[config.mk]
export PLATFORM = sky130hd
export DESIGN_NAME = apc_regs
export DESIGN_NICKNAME = d
export VERILOG_FILES = /design/src/hw/apc_pkg.sv /design/src/hw/apc_mode_decode.sv /design/src/hw/apc_regs.sv /design/src/hw/apc_sync.sv
export SDC_FILE = /design/constraint.sdc
export NUM_CORES = 1
export LEC_CHECK = 0
export BUFFER_PORTS_ARGS = -buffer_cell sky130_fd_sc_hd__buf_2
export CAP_MARGIN = 25
export CORE_MARGIN = 2
export CORE_UTILIZATION = 46
export DETAILED_ROUTE_END_ITERATION = 12
export PLACE_DENSITY = 0.86
export SYNTH_ARGS = -nofsm -noshare
export SYNTH_HDL_FRONTEND = slang
export SYNTH_SLANG_ARGS = --single-unit
export TNS_END_PERCENT = 50
[constraint.sdc]
create_clock -name sys_clk -period 2.2 [get_ports sys_clk]
set_clock_uncertainty 0.2 [all_clocks]
set_input_delay 0.44 -clock sys_clk [delete_from_list [all_inputs] [get_ports sys_clk]]
set_output_delay 0.44 -clock sys_clk [all_outputs]
set_load 0.005 [all_outputs]
[src/hw/apc_pkg.sv]
// Package with offsets, field positions, reset values and state type of the power control page.
// Contract
// - Page pointer takes 0 to 255 and selects the page of later accesses.
// - Reference bit D4 set enables master reference, cleared powers it down, resets zero.
// - Reference bit D3 cleared keeps power-on-reset running, set shuts it down.
// - Reference bit D1 cleared keeps regulator bandgap powered, set powers it down.
// - Regulator bits D5-D4 pick 1.8, 1.6, 1.7 or 1.5 V output.
// - Regulator bit D3 set powers down PLL and level shifters; resets to one.
// - Regulator bit D1 reads one while a supply short circuit is detected.
// - Regulator bit D0 reads the level of the regulator select pin.
// - Playback bit D5 picks low-power DAC when cleared, high performance when set.
// - Mode field D4-D2 codes 000, 001, 010 only; host never writes 011-111.
// - Gain bit D7 set disables soft-stepping of all DAC gain stages.
// - Gain bit D6 set doubles the soft-stepping interval of DAC gain stages.
// - Driver bit D5 set powers the headphone output up.
// - Driver bit D1 set enables the left analog input.
// - Driver bit D0 set enables the right analog input.
// - Common-mode bit D6 picks 0.9 V when cleared, 0.75 V when set.
// - Common-mode bit D2 set halves headphone drive strength.
package apc_pkg;
  localparam logic [7:0] PAGE_THIS    = 8'h01;
  localparam logic [7:0] OFF_PAGE     = 8'h00;
  localparam logic [7:0] OFF_REF      = 8'h01;
  localparam logic [7:0] OFF_LDO      = 8'h02;
  localparam logic [7:0] OFF_PLAY     = 8'h03;
  localparam logic [7:0] OFF_RSVD_LO  = 8'h04;
  localparam logic [7:0] OFF_RSVD_HI  = 8'h07;
  localparam logic [7:0] OFF_GAIN     = 8'h08;
  localparam logic [7:0] OFF_DRV      = 8'h09;
  localparam logic [7:0] OFF_CM       = 8'h0A;

  localparam int BIT_REF_MASTER = 4;
  localparam int BIT_REF_POR    = 3;
  localparam int BIT_REF_REGULATOR_BANDGAP   = 1;
  localparam int LDO_LVL_LSB    = 4;
  localparam int BIT_LDO_LS     = 3;
  localparam int BIT_LDO_RSVD   = 2;
  localparam int BIT_LDO_SC     = 1;
  localparam int BIT_REGULATOR_SELECT_PIN    = 0;
  localparam int BIT_PLAY_HP    = 5;
  localparam int PLAY_MODE_LSB  = 2;
  localparam int BIT_GAIN_SSDIS = 7;
  localparam int BIT_GAIN_SSDBL = 6;
  localparam int BIT_DRV_HP     = 5;
  localparam int BIT_DRV_ANALOG_INPUT_LEFT   = 1;
  localparam int BIT_DRV_ANALOG_INPUT_RIGHT   = 0;
  localparam int BIT_CM_LEVEL   = 6;
  localparam int BIT_CM_HALF    = 2;

  localparam logic [7:0] RST_PAGE     = 8'h00;
  localparam logic [7:0] RST_READ     = 8'h00;
  localparam logic [1:0] RST_LDO_LVL  = 2'h0;
  localparam logic       RST_LDO_LS   = 1'b1;
  localparam logic       RST_LDO_RSVD = 1'b1;
  localparam logic       RST_CTRL_BIT = 1'b0;
  localparam logic [2:0] RST_MODE     = 3'h0;

  localparam logic [2:0] MODE_P34 = 3'h0;
  localparam logic [2:0] MODE_P2  = 3'h1;
  localparam logic [2:0] MODE_P1  = 3'h2;

  typedef struct packed {
    logic [7:0] page;
    logic       refMaster;
    logic       porDown;
    logic       bgapDown;
    logic [1:0] ldoLevel;
    logic       lsDown;
    logic       dacHighPerf;
    logic [2:0] mode;
    logic [2:0] modeHot;
    logic       ssDisable;
    logic       ssDouble;
    logic       hpUp;
    logic       ainLeft;
    logic       ainRight;
    logic       cmLow;
    logic       hpHalf;
    logic [7:0] rdData;
    logic       rdValid;
  } apc_state_t;
endpackage : apc_pkg

[src/hw/apc_mode_decode.sv]
// Decoder that checks a processing mode code and gives its one-hot form.
`timescale 1ns/100ps
module apc_mode_decode (
  input  wire logic [2:0] code,
  output logic            legal,
  output logic      [2:0] oneHot
);
  always_comb begin
    legal  = 1'b1;
    oneHot = 3'h0;
    case (code)
      apc_pkg::MODE_P34: begin
        oneHot = 3'h4;
      end
      apc_pkg::MODE_P2: begin
        oneHot = 3'h2;
      end
      apc_pkg::MODE_P1: begin
        oneHot = 3'h1;
      end
      default: begin
        legal = 1'b0;
      end
    endcase
  end
endmodule : apc_mode_decode

[src/hw/apc_regs.sv]
// Register bank of the power control page with its status inputs and control outputs.
`timescale 1ns/100ps
module apc_regs #(
  parameter logic [7:0] PAGE_ID = apc_pkg::PAGE_THIS
) (
  input  wire logic       sys_clk,
  input  wire logic       resetn,
  input  wire logic       regWrEn,
  input  wire logic       regRdEn,
  input  wire logic [7:0] regAddr,
  input  wire logic [7:0] regWrData,
  output logic      [7:0] regRdData,
  output logic            regRdValid,
  input  wire logic       shortCircuitDet,
  input  wire logic       regulatorSelectPin,
  output logic      [7:0] pagePointer,
  output logic            masterRefEn,
  output logic            porPowerDown,
  output logic            bandgapPowerDown,
  output logic      [1:0] supplyLevelCode,
  output logic            levelShiftPowerDown,
  output logic            dacHighPerf,
  output logic      [2:0] dacProcessingMode,
  output logic            processingModeOne,
  output logic            processingModeTwo,
  output logic            processingModeThreeFour,
  output logic            softStepDisable,
  output logic            softStepDouble,
  output logic            headphonePowerUp,
  output logic            analogInputLeftEn,
  output logic            analogInputRightEn,
  output logic            commonModeLow,
  output logic            headphoneHalfDrive
);
  apc_pkg::apc_state_t state_r;
  apc_pkg::apc_state_t state_nxt;

  logic [1:0] statusSync;
  logic       scSync;
  logic       selSync;
  logic       modeLegal;
  logic [2:0] modeHotIn;

  // Matches an offset on this page, or the pointer itself on any page.
  function automatic logic hit(
    input logic [7:0] addr,
    input logic [7:0] off,
    input logic [7:0] page
  );
    hit = (addr == off) && ((off == apc_pkg::OFF_PAGE) || (page == PAGE_ID));
  endfunction : hit

  // Assembles the read value of one offset, reserved bits at their reset levels.
  function automatic logic [7:0] readValue(
    input apc_pkg::apc_state_t s,
    input logic [7:0]          addr,
    input logic                sc,
    input logic                sel
  );
    logic [7:0] v;
    v = apc_pkg::RST_READ;
    if (hit(addr, apc_pkg::OFF_PAGE, s.page)) begin
      v = s.page;
    end
    if (hit(addr, apc_pkg::OFF_REF, s.page)) begin
      v[apc_pkg::BIT_REF_MASTER] = s.refMaster;
      v[apc_pkg::BIT_REF_POR]    = s.porDown;
      v[apc_pkg::BIT_REF_REGULATOR_BANDGAP]   = s.bgapDown;
    end
    if (hit(addr, apc_pkg::OFF_LDO, s.page)) begin
      v[apc_pkg::LDO_LVL_LSB +: 2] = s.ldoLevel;
      v[apc_pkg::BIT_LDO_LS]       = s.lsDown;
      v[apc_pkg::BIT_LDO_RSVD]     = apc_pkg::RST_LDO_RSVD;
      v[apc_pkg::BIT_LDO_SC]       = sc;
      v[apc_pkg::BIT_REGULATOR_SELECT_PIN]      = sel;
    end
    if (hit(addr, apc_pkg::OFF_PLAY, s.page)) begin
      v[apc_pkg::BIT_PLAY_HP]        = s.dacHighPerf;
      v[apc_pkg::PLAY_MODE_LSB +: 3] = s.mode;
    end
    if (hit(addr, apc_pkg::OFF_GAIN, s.page)) begin
      v[apc_pkg::BIT_GAIN_SSDIS] = s.ssDisable;
      v[apc_pkg::BIT_GAIN_SSDBL] = s.ssDouble;
    end
    if (hit(addr, apc_pkg::OFF_DRV, s.page)) begin
      v[apc_pkg::BIT_DRV_HP]   = s.hpUp;
      v[apc_pkg::BIT_DRV_ANALOG_INPUT_LEFT] = s.ainLeft;
      v[apc_pkg::BIT_DRV_ANALOG_INPUT_RIGHT] = s.ainRight;
    end
    if (hit(addr, apc_pkg::OFF_CM, s.page)) begin
      v[apc_pkg::BIT_CM_LEVEL] = s.cmLow;
      v[apc_pkg::BIT_CM_HALF]  = s.hpHalf;
    end
    readValue = v;
  endfunction : readValue

  apc_sync #(
    .W (2)
  ) u_status_sync (
    .sys_clk (sys_clk),
    .resetn  (resetn),
    .asyncIn ({shortCircuitDet, regulatorSelectPin}),
    .syncOut (statusSync)
  );

  assign scSync  = statusSync[1];
  assign selSync = statusSync[0];

  apc_mode_decode u_mode_decode (
    .code   (regWrData[apc_pkg::PLAY_MODE_LSB +: 3]),
    .legal  (modeLegal),
    .oneHot (modeHotIn)
  );

  always_comb begin
    state_nxt         = state_r;
    state_nxt.rdValid = regRdEn;
    if (regRdEn) begin
      state_nxt.rdData = readValue(state_r, regAddr, scSync, selSync);
    end
    if (regWrEn) begin
      if (hit(regAddr, apc_pkg::OFF_PAGE, state_r.page)) begin
        state_nxt.page = regWrData;
      end
      if (hit(regAddr, apc_pkg::OFF_REF, state_r.page)) begin
        state_nxt.refMaster = regWrData[apc_pkg::BIT_REF_MASTER];
        state_nxt.porDown   = regWrData[apc_pkg::BIT_REF_POR];
        state_nxt.bgapDown  = regWrData[apc_pkg::BIT_REF_REGULATOR_BANDGAP];
      end
      if (hit(regAddr, apc_pkg::OFF_LDO, state_r.page)) begin
        state_nxt.ldoLevel = regWrData[apc_pkg::LDO_LVL_LSB +: 2];
        state_nxt.lsDown   = regWrData[apc_pkg::BIT_LDO_LS];
      end
      if (hit(regAddr, apc_pkg::OFF_PLAY, state_r.page)) begin
        state_nxt.dacHighPerf = regWrData[apc_pkg::BIT_PLAY_HP];
        if (modeLegal) begin
          state_nxt.mode    = regWrData[apc_pkg::PLAY_MODE_LSB +: 3];
          state_nxt.modeHot = modeHotIn;
        end
      end
      if (hit(regAddr, apc_pkg::OFF_GAIN, state_r.page)) begin
        state_nxt.ssDisable = regWrData[apc_pkg::BIT_GAIN_SSDIS];
        state_nxt.ssDouble  = regWrData[apc_pkg::BIT_GAIN_SSDBL];
      end
      if (hit(regAddr, apc_pkg::OFF_DRV, state_r.page)) begin
        state_nxt.hpUp     = regWrData[apc_pkg::BIT_DRV_HP];
        state_nxt.ainLeft  = regWrData[apc_pkg::BIT_DRV_ANALOG_INPUT_LEFT];
        state_nxt.ainRight = regWrData[apc_pkg::BIT_DRV_ANALOG_INPUT_RIGHT];
      end
      if (hit(regAddr, apc_pkg::OFF_CM, state_r.page)) begin
        state_nxt.cmLow  = regWrData[apc_pkg::BIT_CM_LEVEL];
        state_nxt.hpHalf = regWrData[apc_pkg::BIT_CM_HALF];
      end
    end
  end

  always_ff @(posedge sys_clk) begin
    if (!resetn) begin
      state_r             <= '0;
      state_r.page        <= apc_pkg::RST_PAGE;
      state_r.refMaster   <= apc_pkg::RST_CTRL_BIT;
      state_r.porDown     <= apc_pkg::RST_CTRL_BIT;
      state_r.bgapDown    <= apc_pkg::RST_CTRL_BIT;
      state_r.ldoLevel    <= apc_pkg::RST_LDO_LVL;
      state_r.lsDown      <= apc_pkg::RST_LDO_LS;
      state_r.dacHighPerf <= apc_pkg::RST_CTRL_BIT;
      state_r.mode        <= apc_pkg::RST_MODE;
      state_r.modeHot     <= 3'h4;
      state_r.cmLow       <= apc_pkg::RST_CTRL_BIT;
      state_r.rdData      <= apc_pkg::RST_READ;
    end else begin
      state_r <= state_nxt;
    end
  end

  assign regRdData               = state_r.rdData;
  assign regRdValid              = state_r.rdValid;
  assign pagePointer             = state_r.page;
  assign masterRefEn             = state_r.refMaster;
  assign porPowerDown            = state_r.porDown;
  assign bandgapPowerDown        = state_r.bgapDown;
  assign supplyLevelCode         = state_r.ldoLevel;
  assign levelShiftPowerDown     = state_r.lsDown;
  assign dacHighPerf             = state_r.dacHighPerf;
  assign dacProcessingMode       = state_r.mode;
  assign processingModeOne       = state_r.modeHot[0];
  assign processingModeTwo       = state_r.modeHot[1];
  assign processingModeThreeFour = state_r.modeHot[2];
  assign softStepDisable         = state_r.ssDisable;
  assign softStepDouble          = state_r.ssDouble;
  assign headphonePowerUp        = state_r.hpUp;
  assign analogInputLeftEn       = state_r.ainLeft;
  assign analogInputRightEn      = state_r.ainRight;
  assign commonModeLow           = state_r.cmLow;
  assign headphoneHalfDrive      = state_r.hpHalf;

  // Checks that tie control outputs to the writes that set them; levelShiftPowerDown and the mode outputs are not tied to writes.
  logic onPage;
  assign onPage = (state_r.page == PAGE_ID);

  property p_page_write;
    @(posedge sys_clk) disable iff (!resetn)
    regWrEn && regAddr == apc_pkg::OFF_PAGE |=> pagePointer == $past(regWrData);
  endproperty
  a_page_write: assert property (p_page_write) else $error("page pointer not written");

  property p_off_page;
    @(posedge sys_clk) disable iff (!resetn)
    regWrEn && regAddr != apc_pkg::OFF_PAGE && !onPage
      |=> $stable(masterRefEn) && $stable(headphonePowerUp) && $stable(analogInputLeftEn)
          && $stable(analogInputRightEn);
  endproperty
  a_off_page: assert property (p_off_page) else $error("write on other page took effect");

  property p_ref_master;
    @(posedge sys_clk) disable iff (!resetn)
    regWrEn && regAddr == apc_pkg::OFF_REF && onPage
      |=> masterRefEn == $past(regWrData[apc_pkg::BIT_REF_MASTER]);
  endproperty
  a_ref_master: assert property (p_ref_master) else $error("master reference wrong");

  property p_ref_por;
    @(posedge sys_clk) disable iff (!resetn)
    regWrEn && regAddr == apc_pkg::OFF_REF && onPage
      |=> porPowerDown == $past(regWrData[apc_pkg::BIT_REF_POR]);
  endproperty
  a_ref_por: assert property (p_ref_por) else $error("reset circuit control wrong");

  property p_ref_regulator_bandgap;
    @(posedge sys_clk) disable iff (!resetn)
    regWrEn && regAddr == apc_pkg::OFF_REF && onPage
      |=> bandgapPowerDown == $past(regWrData[apc_pkg::BIT_REF_REGULATOR_BANDGAP]);
  endproperty
  a_ref_regulator_bandgap: assert property (p_ref_regulator_bandgap) else $error("bandgap control wrong");

  property p_ldo_level;
    @(posedge sys_clk) disable iff (!resetn)
    regWrEn && regAddr == apc_pkg::OFF_LDO && onPage
      |=> supplyLevelCode == $past(regWrData[apc_pkg::LDO_LVL_LSB +: 2]);
  endproperty
  a_ldo_level: assert property (p_ldo_level) else $error("supply level wrong");

  property p_ls_reset;
    @(posedge sys_clk)
    !resetn |=> levelShiftPowerDown && !masterRefEn && pagePointer == apc_pkg::RST_PAGE;
  endproperty
  a_ls_reset: assert property (p_ls_reset) else $error("reset values wrong");

  property p_short_read;
    @(posedge sys_clk) disable iff (!resetn)
    regRdEn && regAddr == apc_pkg::OFF_LDO && onPage
      |=> regRdValid && regRdData[apc_pkg::BIT_LDO_SC] == $past(scSync)
          && regRdData[apc_pkg::BIT_LDO_RSVD];
  endproperty
  a_short_read: assert property (p_short_read) else $error("short circuit status wrong");

  property p_sel_read;
    @(posedge sys_clk) disable iff (!resetn)
    regulatorSelectPin ##1 regulatorSelectPin ##1 (regulatorSelectPin && regRdEn
      && regAddr == apc_pkg::OFF_LDO && onPage) |=> regRdData[apc_pkg::BIT_REGULATOR_SELECT_PIN];
  endproperty
  a_sel_read: assert property (p_sel_read) else $error("select pin status wrong");

  property p_play_perf;
    @(posedge sys_clk) disable iff (!resetn)
    regWrEn && regAddr == apc_pkg::OFF_PLAY && onPage
      |=> dacHighPerf == $past(regWrData[apc_pkg::BIT_PLAY_HP]);
  endproperty
  a_play_perf: assert property (p_play_perf) else $error("DAC power mode wrong");

  property p_mode_legal;
    @(posedge sys_clk) disable iff (!resetn)
    dacProcessingMode <= apc_pkg::MODE_P1
      && $onehot({processingModeOne, processingModeTwo, processingModeThreeFour});
  endproperty
  a_mode_legal: assert property (p_mode_legal) else $error("illegal processing mode");

  property p_gain_ss;
    @(posedge sys_clk) disable iff (!resetn)
    regWrEn && regAddr == apc_pkg::OFF_GAIN && onPage
      |=> softStepDisable == $past(regWrData[apc_pkg::BIT_GAIN_SSDIS]);
  endproperty
  a_gain_ss: assert property (p_gain_ss) else $error("soft-step disable wrong");

  property p_gain_dbl;
    @(posedge sys_clk) disable iff (!resetn)
    regWrEn && regAddr == apc_pkg::OFF_GAIN && onPage
      |=> softStepDouble == $past(regWrData[apc_pkg::BIT_GAIN_SSDBL]);
  endproperty
  a_gain_dbl: assert property (p_gain_dbl) else $error("soft-step doubling wrong");

  property p_drv;
    @(posedge sys_clk) disable iff (!resetn)
    regWrEn && regAddr == apc_pkg::OFF_DRV && onPage
      |=> headphonePowerUp == $past(regWrData[apc_pkg::BIT_DRV_HP]);
  endproperty
  a_drv: assert property (p_drv) else $error("headphone power wrong");

  property p_ain;
    @(posedge sys_clk) disable iff (!resetn)
    regWrEn && regAddr == apc_pkg::OFF_DRV && onPage
      |=> analogInputLeftEn == $past(regWrData[apc_pkg::BIT_DRV_ANALOG_INPUT_LEFT])
          && analogInputRightEn == $past(regWrData[apc_pkg::BIT_DRV_ANALOG_INPUT_RIGHT]);
  endproperty
  a_ain: assert property (p_ain) else $error("analog input enable wrong");

  property p_cm;
    @(posedge sys_clk) disable iff (!resetn)
    regWrEn && regAddr == apc_pkg::OFF_CM && onPage
      |=> commonModeLow == $past(regWrData[apc_pkg::BIT_CM_LEVEL])
          && headphoneHalfDrive == $past(regWrData[apc_pkg::BIT_CM_HALF]);
  endproperty
  a_cm: assert property (p_cm) else $error("common-mode control wrong");

  property p_readback;
    @(posedge sys_clk) disable iff (!resetn)
    (regWrEn && regAddr == apc_pkg::OFF_DRV && onPage) ##1 !regWrEn ##1 (regRdEn && !regWrEn
      && regAddr == apc_pkg::OFF_DRV && onPage)
      |=> regRdData == ($past(regWrData, 3) & 8'h23);
  endproperty
  a_readback: assert property (p_readback) else $error("read back differs");

  c_page_switch: cover property (@(posedge sys_clk) disable iff (!resetn)
    regWrEn && regAddr == apc_pkg::OFF_PAGE ##1 onPage);
  c_bad_mode: cover property (@(posedge sys_clk) disable iff (!resetn)
    regWrEn && regAddr == apc_pkg::OFF_PLAY && onPage && !modeLegal);
  c_short: cover property (@(posedge sys_clk) disable iff (!resetn)
    regRdValid && regRdData[apc_pkg::BIT_LDO_SC]);
endmodule : apc_regs

[src/hw/apc_sync.sv]
// Two-stage synchroniser for levels that arrive from outside the clock domain.
`timescale 1ns/100ps
module apc_sync #(
  parameter int W = 2
) (
  input  wire logic         sys_clk,
  input  wire logic         resetn,
  input  wire logic [W-1:0] asyncIn,
  output logic      [W-1:0] syncOut
);
  typedef struct packed {
    logic [W-1:0] stage1;
    logic [W-1:0] stage2;
  } apc_sync_t;

  apc_sync_t state_r;
  apc_sync_t state_nxt;

  always_comb begin
    state_nxt        = state_r;
    state_nxt.stage1 = asyncIn;
    state_nxt.stage2 = state_r.stage1;
  end

  always_ff @(posedge sys_clk) begin
    if (!resetn) begin
      state_r <= '0;
    end else begin
      state_r <= state_nxt;
    end
  end

  assign syncOut = state_r.stage2;
endmodule : apc_sync

==> flow_summary.ini, run 1 <==
[synth]
synth_compound_area_share_pct = 15.8
synth_top_family_by_area = simple AND/OR/NAND/NOR gates
synthAdderAreaFrac_pct = 0
yosysWarnings = 0
netlist_area_um2 = 1920
async_flop_share_pct = 0
synth_seq_cells = 41
synth_xor_area_share_pct = 0
synth-edff-count = 0
synth-simple-area-share_pct = 32.6
syn_inst = 216
syn_nets = 238
synth_ff_type = dfxtp_1
synth.area.mux_share_pct = 5.73
synth_cell_type_count = 41
syn_area_per_cell_um2 = 8.90
seq_area_frac_synth_pct = 42.7

[clock_network]
cts_tree = built
clk_latency_ps = 300
root_buffer = clkbuf_8
numCtsBuffers = 5
clock_sinks = 41
clockBufferDepth = 2
cts.clk_slew.worst_paths_ps = 80
h-tree-depth = 2

[run_status]
status = finished, final reports clean

[critical_path]
r2r_start = pagePointer[4]
worstPathMaxFanout = 14
critPathLaunchType = flip-flop
cp.arrival_ps = 2190
cp-end-kind = flip-flop
critical_path_class = reg2reg
crit_required_ps = 2230
cp-startpoint = pagePointer[4]

[detailed_routing]
viasPerCell = 5.54
route.detailed.drc = 0
vias = 1917
detailedRoute.firstIterationViolations = 88
routed_wl_um = 5210
routedWlPerCell_um = 15.1
ant_nets = 0
firstDrtPassIters = 4

[die]
fp.coreArea_um2 = 4000
row_count = 23
die-height_um = 68.7
initial_core_util_pct = 48.1
fp.dieW_um = 68.7
dieArea_um2 = 4710
io_pins = 59

[power_and_ir_drop]
vdd_ir_drop_max_mv = 0.443
p_sw_share_pct = 22.9
p_total_mw = 1.48
seqPwrFrac_pct = 51.0
internal-power_mw = 1.14
power.density_nw_per_um2 = 582
leakage_nw = 1.20
comb_power_share_pct = 7.4
p_switching_mw = 0.338
clkPwrFrac_pct = 41.5

[sta]
fmax_mhz = 463
grt_setup_unrepaired = yes
whs_ps = 140
slew-limit-headroom_pct = 71.3
worst_pin_slew_ps = 430
hold_violations = 0
drv_slew = 0
setup_viol = 0
tns_ps = 0
post-route-min-period_ps = 2160
finalCritPeriodShare_pct = 98.1

[global_route]
grt_max_degree = 26
grt_pass1_wl_um = 8000
grt_pass1_vias = 1701
antenna_found_initial = 0
grt_remaining_overflow = 0
grt_use_total_pct = 23.6

[layout]
final_cell_mix = buf_2 (58), dfxtp_1 (41), buf_4 (24), nand2_1 (23), nand3_1 (21)
drive_gt1_share_pct = 34.5
area_delta_synth_final_pct = 31.9
final_common_cell = buf_2
layout.nets = 317
diodes = 0

[placed_design]
portBuffers = 58
dp_hpwl_um = 3930
place_congestion = 0.909

[job]
drv_cap = 0

[hold_path]
hp-class = in2reg
hp-start = regulatorSelectPin
-- state kept, by name (all words and copies together), names as in the netlist, 2 cells and up --
signal,count
u_status_sync.state_nxt,2
pagePointer,8
dacProcessingMode,3
u_status_sync.syncOut,2
supplyLevelCode,2
regRdData,8
-- cell families (layout without fill, tap and decap cells) --
| group | after synthesis | after routing |
|---|---|---|
| simple gates | 107 | 107 |
| flops | 41 | 41 |
| buf+inv | 13 | 93 |
| compound gates | 44 | 44 |
| mux | 11 | 11 |
-- layer usage --
metal / up-vias / share of wire, % / global-route usage, %
met5: - / 0 / 0
met4: 0 / 1.9 / 9.25
met2: 57 / 50 / 40.5
met3: 7 / 6.4 / 5.68
met1: 919 / 41 / 28.2
li1: 934 / - / -
-- cells in the mapped netlist, types with 3 or more instances --
library cell / instances / share of area, %
o211a_1: 3 / 1.6
nand2_1: 23 / 4.5
nand4_1: 4 / 1.3
a31oi_1: 4 / 1.3
a21oi_1: 3 / 0.78
a21o_1: 3 / 1.2
o21ai_0: 10 / 2.6
and3_1: 7 / 2.3
nand3_1: 21 / 5.5
dfxtp_1: 41 / 43
nor2b_1: 19 / 6.2
a21boi_0: 11 / 4.3
nor2_1: 6 / 1.2
and2_1: 9 / 2.9
clkbuf_1: 8 / 1.6
nand2b_1: 4 / 1.3
mux2i_1: 11 / 5.7
-- repair_timing --
item | 4_1_cts | 5_1_grt
gates resized for setup | 0 | 4
hold buffers | 0 | 0
endpoints found under the setup margin | 0 | 18
setup buffers | 0 | 0
-- worst max-delay path: stages, from the launching register on --
cell and delay, ps:
dfxtp_1 320, or4_4 600, nor4_4 240, buf_6 180, buf_4 120, nand2_1 50
o211a_1 250, o21ai_1 120
-- metrics by stage --
stage	area (um2)	setup WS (ps)	cells	util [%]
final	2540	42.1	346	63.4
after global routing	2540	-80.0	346	63.4
after CTS	2520	11.5	346	63.1
after detailed placement	2410	-250	338	60.3
after global placement	2410	-195	338	60.3
after floorplan	1930	-33.4	216	-
-- final timing paths --
check                                                   to  slack, ps  depth (start not counted)
worst max-delay path                          regRdData[2]         40                          7
worst min-delay path            u_status_sync.state_nxt[0]        140                          2
worst max register to register                regRdData[2]         40                          7
worst min register to register    u_status_sync.syncOut[1]        240                          1
-- area by class of cell --
| cell class | count | area, um2 |
|---|---|---|
| clock inverter | 3 | 43.8 |
| timing repair buffer | 83 | 482 |
| fill | 364 | 1460 |
| tap | 50 | 62.6 |
| sequential | 41 | 821 |
| inverter | 2 | 7.51 |
| multi-input combinational | 162 | 1050 |
| clock buffer | 5 | 68.8 |
-- power groups by stage --
stage               registers, mW  logic, mW  clock network [mW]
detailed placement          0.771      0.108                   0
finish                      0.753      0.110               0.613
floorplan                   0.771     0.0529                   0
global route                0.754      0.120               0.653
CTS                         0.753      0.108               0.623
global placement            0.771      0.106                   0
Power figures use the tool's default switching activity.
==> inputs of run 2 (changes only) <==
==> constraint.sdc (replaced) <==
create_clock -name sys_clk -period 2.2 [get_ports sys_clk]
set_clock_uncertainty 0.2 [all_clocks]
set_input_delay 0.66 -clock sys_clk [delete_from_list [all_inputs] [get_ports sys_clk]]
set_output_delay 0.66 -clock sys_clk [all_outputs]
set_load 0.005 [all_outputs]
==> run 2 against run 1 <==
The flow now finishes with violations (negative setup slack). Largest power group unchanged. Critical path type is now in2reg. Die area unchanged. Largest cell class unchanged. Clock power grew 2%. Wire length up 6.1%. Worst hold slack better by 100 ps.
==> flow_summary.ini, run 2 (synthesis gave the netlist of run 1 again) <==
[run_status]
status = complete, but fails checks
violations = negative setup slack

[sta]
post-route-min-period_ps = 2360
drv_slew = 0
finalCritPeriodShare_pct = 107
fmax_mhz = 424
whs_ps = 242
setup_viol = 21
slew-limit-headroom_pct = 67.6
tns_ps = -1880
hold_violations = 0
grt_setup_unrepaired = yes
fin_ws_ps = -156
worst_pin_slew_ps = 485

[detailed_routing]
detailedRoute.firstIterationViolations = 194
viasPerCell = 5.66
vias = 1993
firstDrtPassIters = 5
route.detailed.drc = 0
routedWlPerCell_um = 15.7
ant_nets = 0
routed_wl_um = 5530

[critical_path]
critPathLaunchType = input pin
worstPathMaxFanout = 6
critPathSlowestCell = or4_4
r2r_start = pagePointer[4]
critical_path_class = in2reg
crit_required_ps = 2250
crit_path_frequent_cell = buf_6
cp.arrival_ps = 2410
worst-path-buf-inv = 2
crit_chain = buf_6, or4_4, nor4_4, buf_6, and2_4, and3_4, o211a_1
r2r_slack_ps = 20
r2r-end = processingModeOne
cp-end-kind = flip-flop
reg2reg_depth = 6
cp_top_family = simple AND/OR/NAND/NOR gates
cpPeakStageDelay_ps = 560

[global_route]
grt_use_total_pct = 24.4
grt_pass1_vias = 1776
grt_remaining_overflow = 0
grt_max_degree = 20
grt_pass1_wl_um = 8390
antenna_found_initial = 0

[die]
fp.dieW_um = 68.7
initial_core_util_pct = 48.1
die-height_um = 68.7
dieArea_um2 = 4710
fp.coreArea_um2 = 4000
row_count = 23
io_pins = 59

[clock_network]
root_buffer = clkbuf_8
clk_latency_ps = 300
clock_sinks = 41
numCtsBuffers = 5
clockBufferDepth = 2
h-tree-depth = 2
cts-hold-fix-buffers = 0
cts.clk_slew.worst_paths_ps = 80
cts_tree = built

[placed_design]
portBuffers = 58
dp_hpwl_um = 4040
place_congestion = 0.945

[job]
drv_cap = 0

[hold_path]
min_to = u_status_sync.syncOut[0]
hold_path_depth = 1
hp-start = u_status_sync.state_nxt[0]
hp-class = reg2reg

[layout]
final_common_cell = buf_2
diodes = 0
drive_gt1_share_pct = 39.4
layout.nets = 323
area_delta_synth_final_pct = 38.8
final_cell_mix = buf_2 (56), dfxtp_1 (41), buf_4 (30), nand2_1 (21), nor2b_1 (19)
nFillCells = 300

[power_and_ir_drop]
vdd_ir_drop_max_mv = 0.457
power.density_nw_per_um2 = 562
leakage_nw = 1.25
[run 2: cell count changes in the layout (fill, tap and decap cells not counted), moves of 3 or more]
| cell | delta |
|---|---|
| buf_4 | +6 |
| nand3_1 | -4 |
| o21ai_0 | -4 |
| and3_1 | -3 |
| and3_4 | +3 |
[run 2: routing by layer]
layer  global-route usage (%)  routed length [um]  vias up
li1                         -                   -      946
met1                     30.7                2300      940
met2                     40.1                2680       94
met3                     6.17                 436       13
met4                     9.00                 119        0
met5                        0                   0        -
[run 2: worst max path at each step]
stage / depth (start not counted) / endpoint / start / slack [ps]
2_1_floorplan: 5 / dacProcessingMode[0] / regAddr[6] / -230
3_3_place_gp: 7 / porPowerDown / regAddr[6] / -410
3_5_place_dp: 7 / analogInputRightEn / regAddr[6] / -490
4_1_cts: 7 / processingModeOne / regAddr[5] / -90
5_1_grt: 7 / dacProcessingMode[1] / regAddr[6] / -170
6_report: 7 / processingModeOne / regAddr[6] / -160
[run 2: stage by stage]
stage	power [mW]	area (um2)	cells	utilization [%]	worst slack [ps]
floorplan	0.826	1950	216	-	-225
CTS	1.50	2620	352	65.5	-93.0
global route	1.56	2670	352	66.8	-168
global placement	0.884	2470	342	61.7	-410
detailed placement	0.887	2470	342	61.7	-485
finish	1.50	2670	352	66.8	-156
[run 2: layout make-up]
class	count	area [um2]	share of cell area (%)
clock inverter	3	43.8	1.64
inverter	2	7.51	0.281
multi-input combinational	162	1130	42.2
timing repair buffer	89	539	20.2
sequential	41	821	30.7
clock buffer	5	68.8	2.58
tap	50	62.6	2.34
[run 2: timing repair]
item,4_1_cts,5_1_grt
setup buffers,1,0
gates resized for setup,7,13
cloned,1,0
setup endpoints to repair,20,27
pin swaps,4,5
[run 2: where the power goes]
| part | internal, mW | switching [mW] | total [mW] |
|---|---|---|---|
| logic | 0.0563 | 0.0685 | 0.125 |
| clock network | 0.340 | 0.282 | 0.623 |
| registers | 0.750 | 0.00310 | 0.753 |
| total | 1.15 | 0.354 | 1.50 |
==> inputs of run 3 (changes only) <==
- CORE_ASPECT_RATIO: unset -> 0.8
==> run 3 against run 2 <==
The run still ends with negative setup slack left. Worst hold slack got worse by 4.7 ps. Die area hardly changed. Via count shrank 0.10%. Critical path type unchanged.
==> flow_summary.ini, run 3 (synthesis gave the netlist of run 1 again) <==
[sta]
hold_violations = 0
post-route-min-period_ps = 2300
tns_ps = -1230
slew-limit-headroom_pct = 69.7
finalCritPeriodShare_pct = 104
worst_pin_slew_ps = 453
grt_setup_unrepaired = yes
setup_viol = 21
fin_ws_ps = -95.7
fmax_mhz = 436
drv_slew = 0

[power_and_ir_drop]
leakage_nw = 1.25
power.density_nw_per_um2 = 558
vdd_ir_drop_max_mv = 0.361

[placed_design]
dp_hpwl_um = 4030
place_congestion = 0.898
place_ws_ps = -430
place_area_um2 = 2470
placedCellCount = 345
portBuffers = 58

[critical_path]
cp.depth = 7
worst-path-buf-inv = 2
r2r_start = pagePointer[4]
crit_required_ps = 2190
cp_top_family = simple AND/OR/NAND/NOR gates
worstPathMaxFanout = 6
critPathLaunchType = input pin
cp-startpoint = regAddr[6]
cpPeakStageDelay_ps = 560
crit_path_frequent_cell = buf_6
critPathSlowestCell = or4_4
cp.arrival_ps = 2290
cp-end-kind = flip-flop
reg2reg_depth = 5
critical_path_class = in2reg
crit_chain = buf_6, or4_4, nor4_4, buf_6, and2_4, nand3_2, and3_1

[hold_path]
hp-start = u_status_sync.state_nxt[1]
hold_path_depth = 1
hp-class = reg2reg

[layout]
final_cell_mix = buf_2 (57), dfxtp_1 (41), buf_4 (29), nand2_1 (22), nor2b_1 (19)
nFillCells = 336
final_common_cell = buf_2
area_delta_synth_final_pct = 39.9
final_area_um2 = 2690
instances_no_fill = 359
diodes = 0
layout.nets = 325
drive_gt1_share_pct = 38.2

[detailed_routing]
route.detailed.drc = 0
firstDrtPassIters = 4
viasPerCell = 5.55
ant_nets = 0
routed_wl_um = 5770
routedWlPerCell_um = 16.1
vias = 1991
detailedRoute.firstIterationViolations = 82

[clock_network]
cts_tree = built
clockBufferDepth = 2
h-tree-depth = 2
clock_sinks = 41
clk_latency_ps = 300
numCtsBuffers = 5
cts.clk_slew.worst_paths_ps = 80
root_buffer = clkbuf_8

[die]
dieArea_um2 = 4720
fp.coreArea_um2 = 3900
die-height_um = 61.8
io_pins = 59
initial_core_util_pct = 49.3
row_count = 20
fp.dieW_um = 76.3

[run_status]
status = complete, but fails checks
violations = negative setup slack

[global_route]
grt_remaining_overflow = 0
grt_use_total_pct = 24.6
antenna_found_initial = 0
grt_pass1_vias = 1748
grt_pass1_wl_um = 8910
grt_max_degree = 30

[job]
drv_cap = 0
## run 3: changes by cell type in the layout (fill, tap and decap cells not counted), sizes merged
cell	delta
clkinv	-1
clkbuf	+2
buf	+2
inv	-1
## run 3: timing repair
item | 4_1_cts | 5_1_grt
cloned | 1 | 0
endpoints found under the setup margin | 23 | 30
hold buffers | 0 | 0
resized for setup | 4 | 12
setup buffers | 1 | 4
pin swaps | 6 | 3
endpoints found under the hold margin | 0 | 0
## run 3: cell type report
cell class / instances / area [um2] / share of cell area [%]
Timing Repair Buffer: 91 / 568 / 21.1
Multi-Input combinational cell: 162 / 1110 / 41.2
Clock inverter: 1 / 30.0 / 1.12
Clock buffer: 7 / 86.3 / 3.21
Tap cell: 55 / 68.8 / 2.56
Inverter: 2 / 7.51 / 0.279
Sequential cell: 41 / 821 / 30.5
## run 3: path summary, 6_finish.rpt
kind / endpoint / slack, ps
setup / recovery: dacProcessingMode[0] / -100
hold / removal: u_status_sync.syncOut[1] / 240
setup reg to reg: regRdData[3] / 10
hold reg to reg: u_status_sync.syncOut[1] / 240
## run 3: power by group
group | internal (mW) | switching [mW]
Sequential | 0.750 | 0.00284
Clock | 0.370 | 0.254
Combinational | 0.0537 | 0.0691
Total | 1.17 | 0.326
## run 3: metal layers
metal,wire length (um),GRT usage (%),vias up
met5,0,0,-
met4,62,10.1,0
met3,375,5.35,9
met2,2710,39.9,69
met1,2620,32.8,965
li1,-,-,948
## run 3: stage by stage
| stage | total power, mW | hold slack [ps] | utilization (%) |
|---|---|---|---|
| 2_1_floorplan | 0.826 | 212 | - |
| 3_3_place_gp | 0.883 | 214 | 63.3 |
| 3_5_place_dp | 0.886 | 219 | 63.3 |
| 4_1_cts | 1.50 | 239 | 67.0 |
| 5_1_grt | 1.55 | 257 | 68.9 |
| 6_report | 1.50 | 237 | 68.9 |
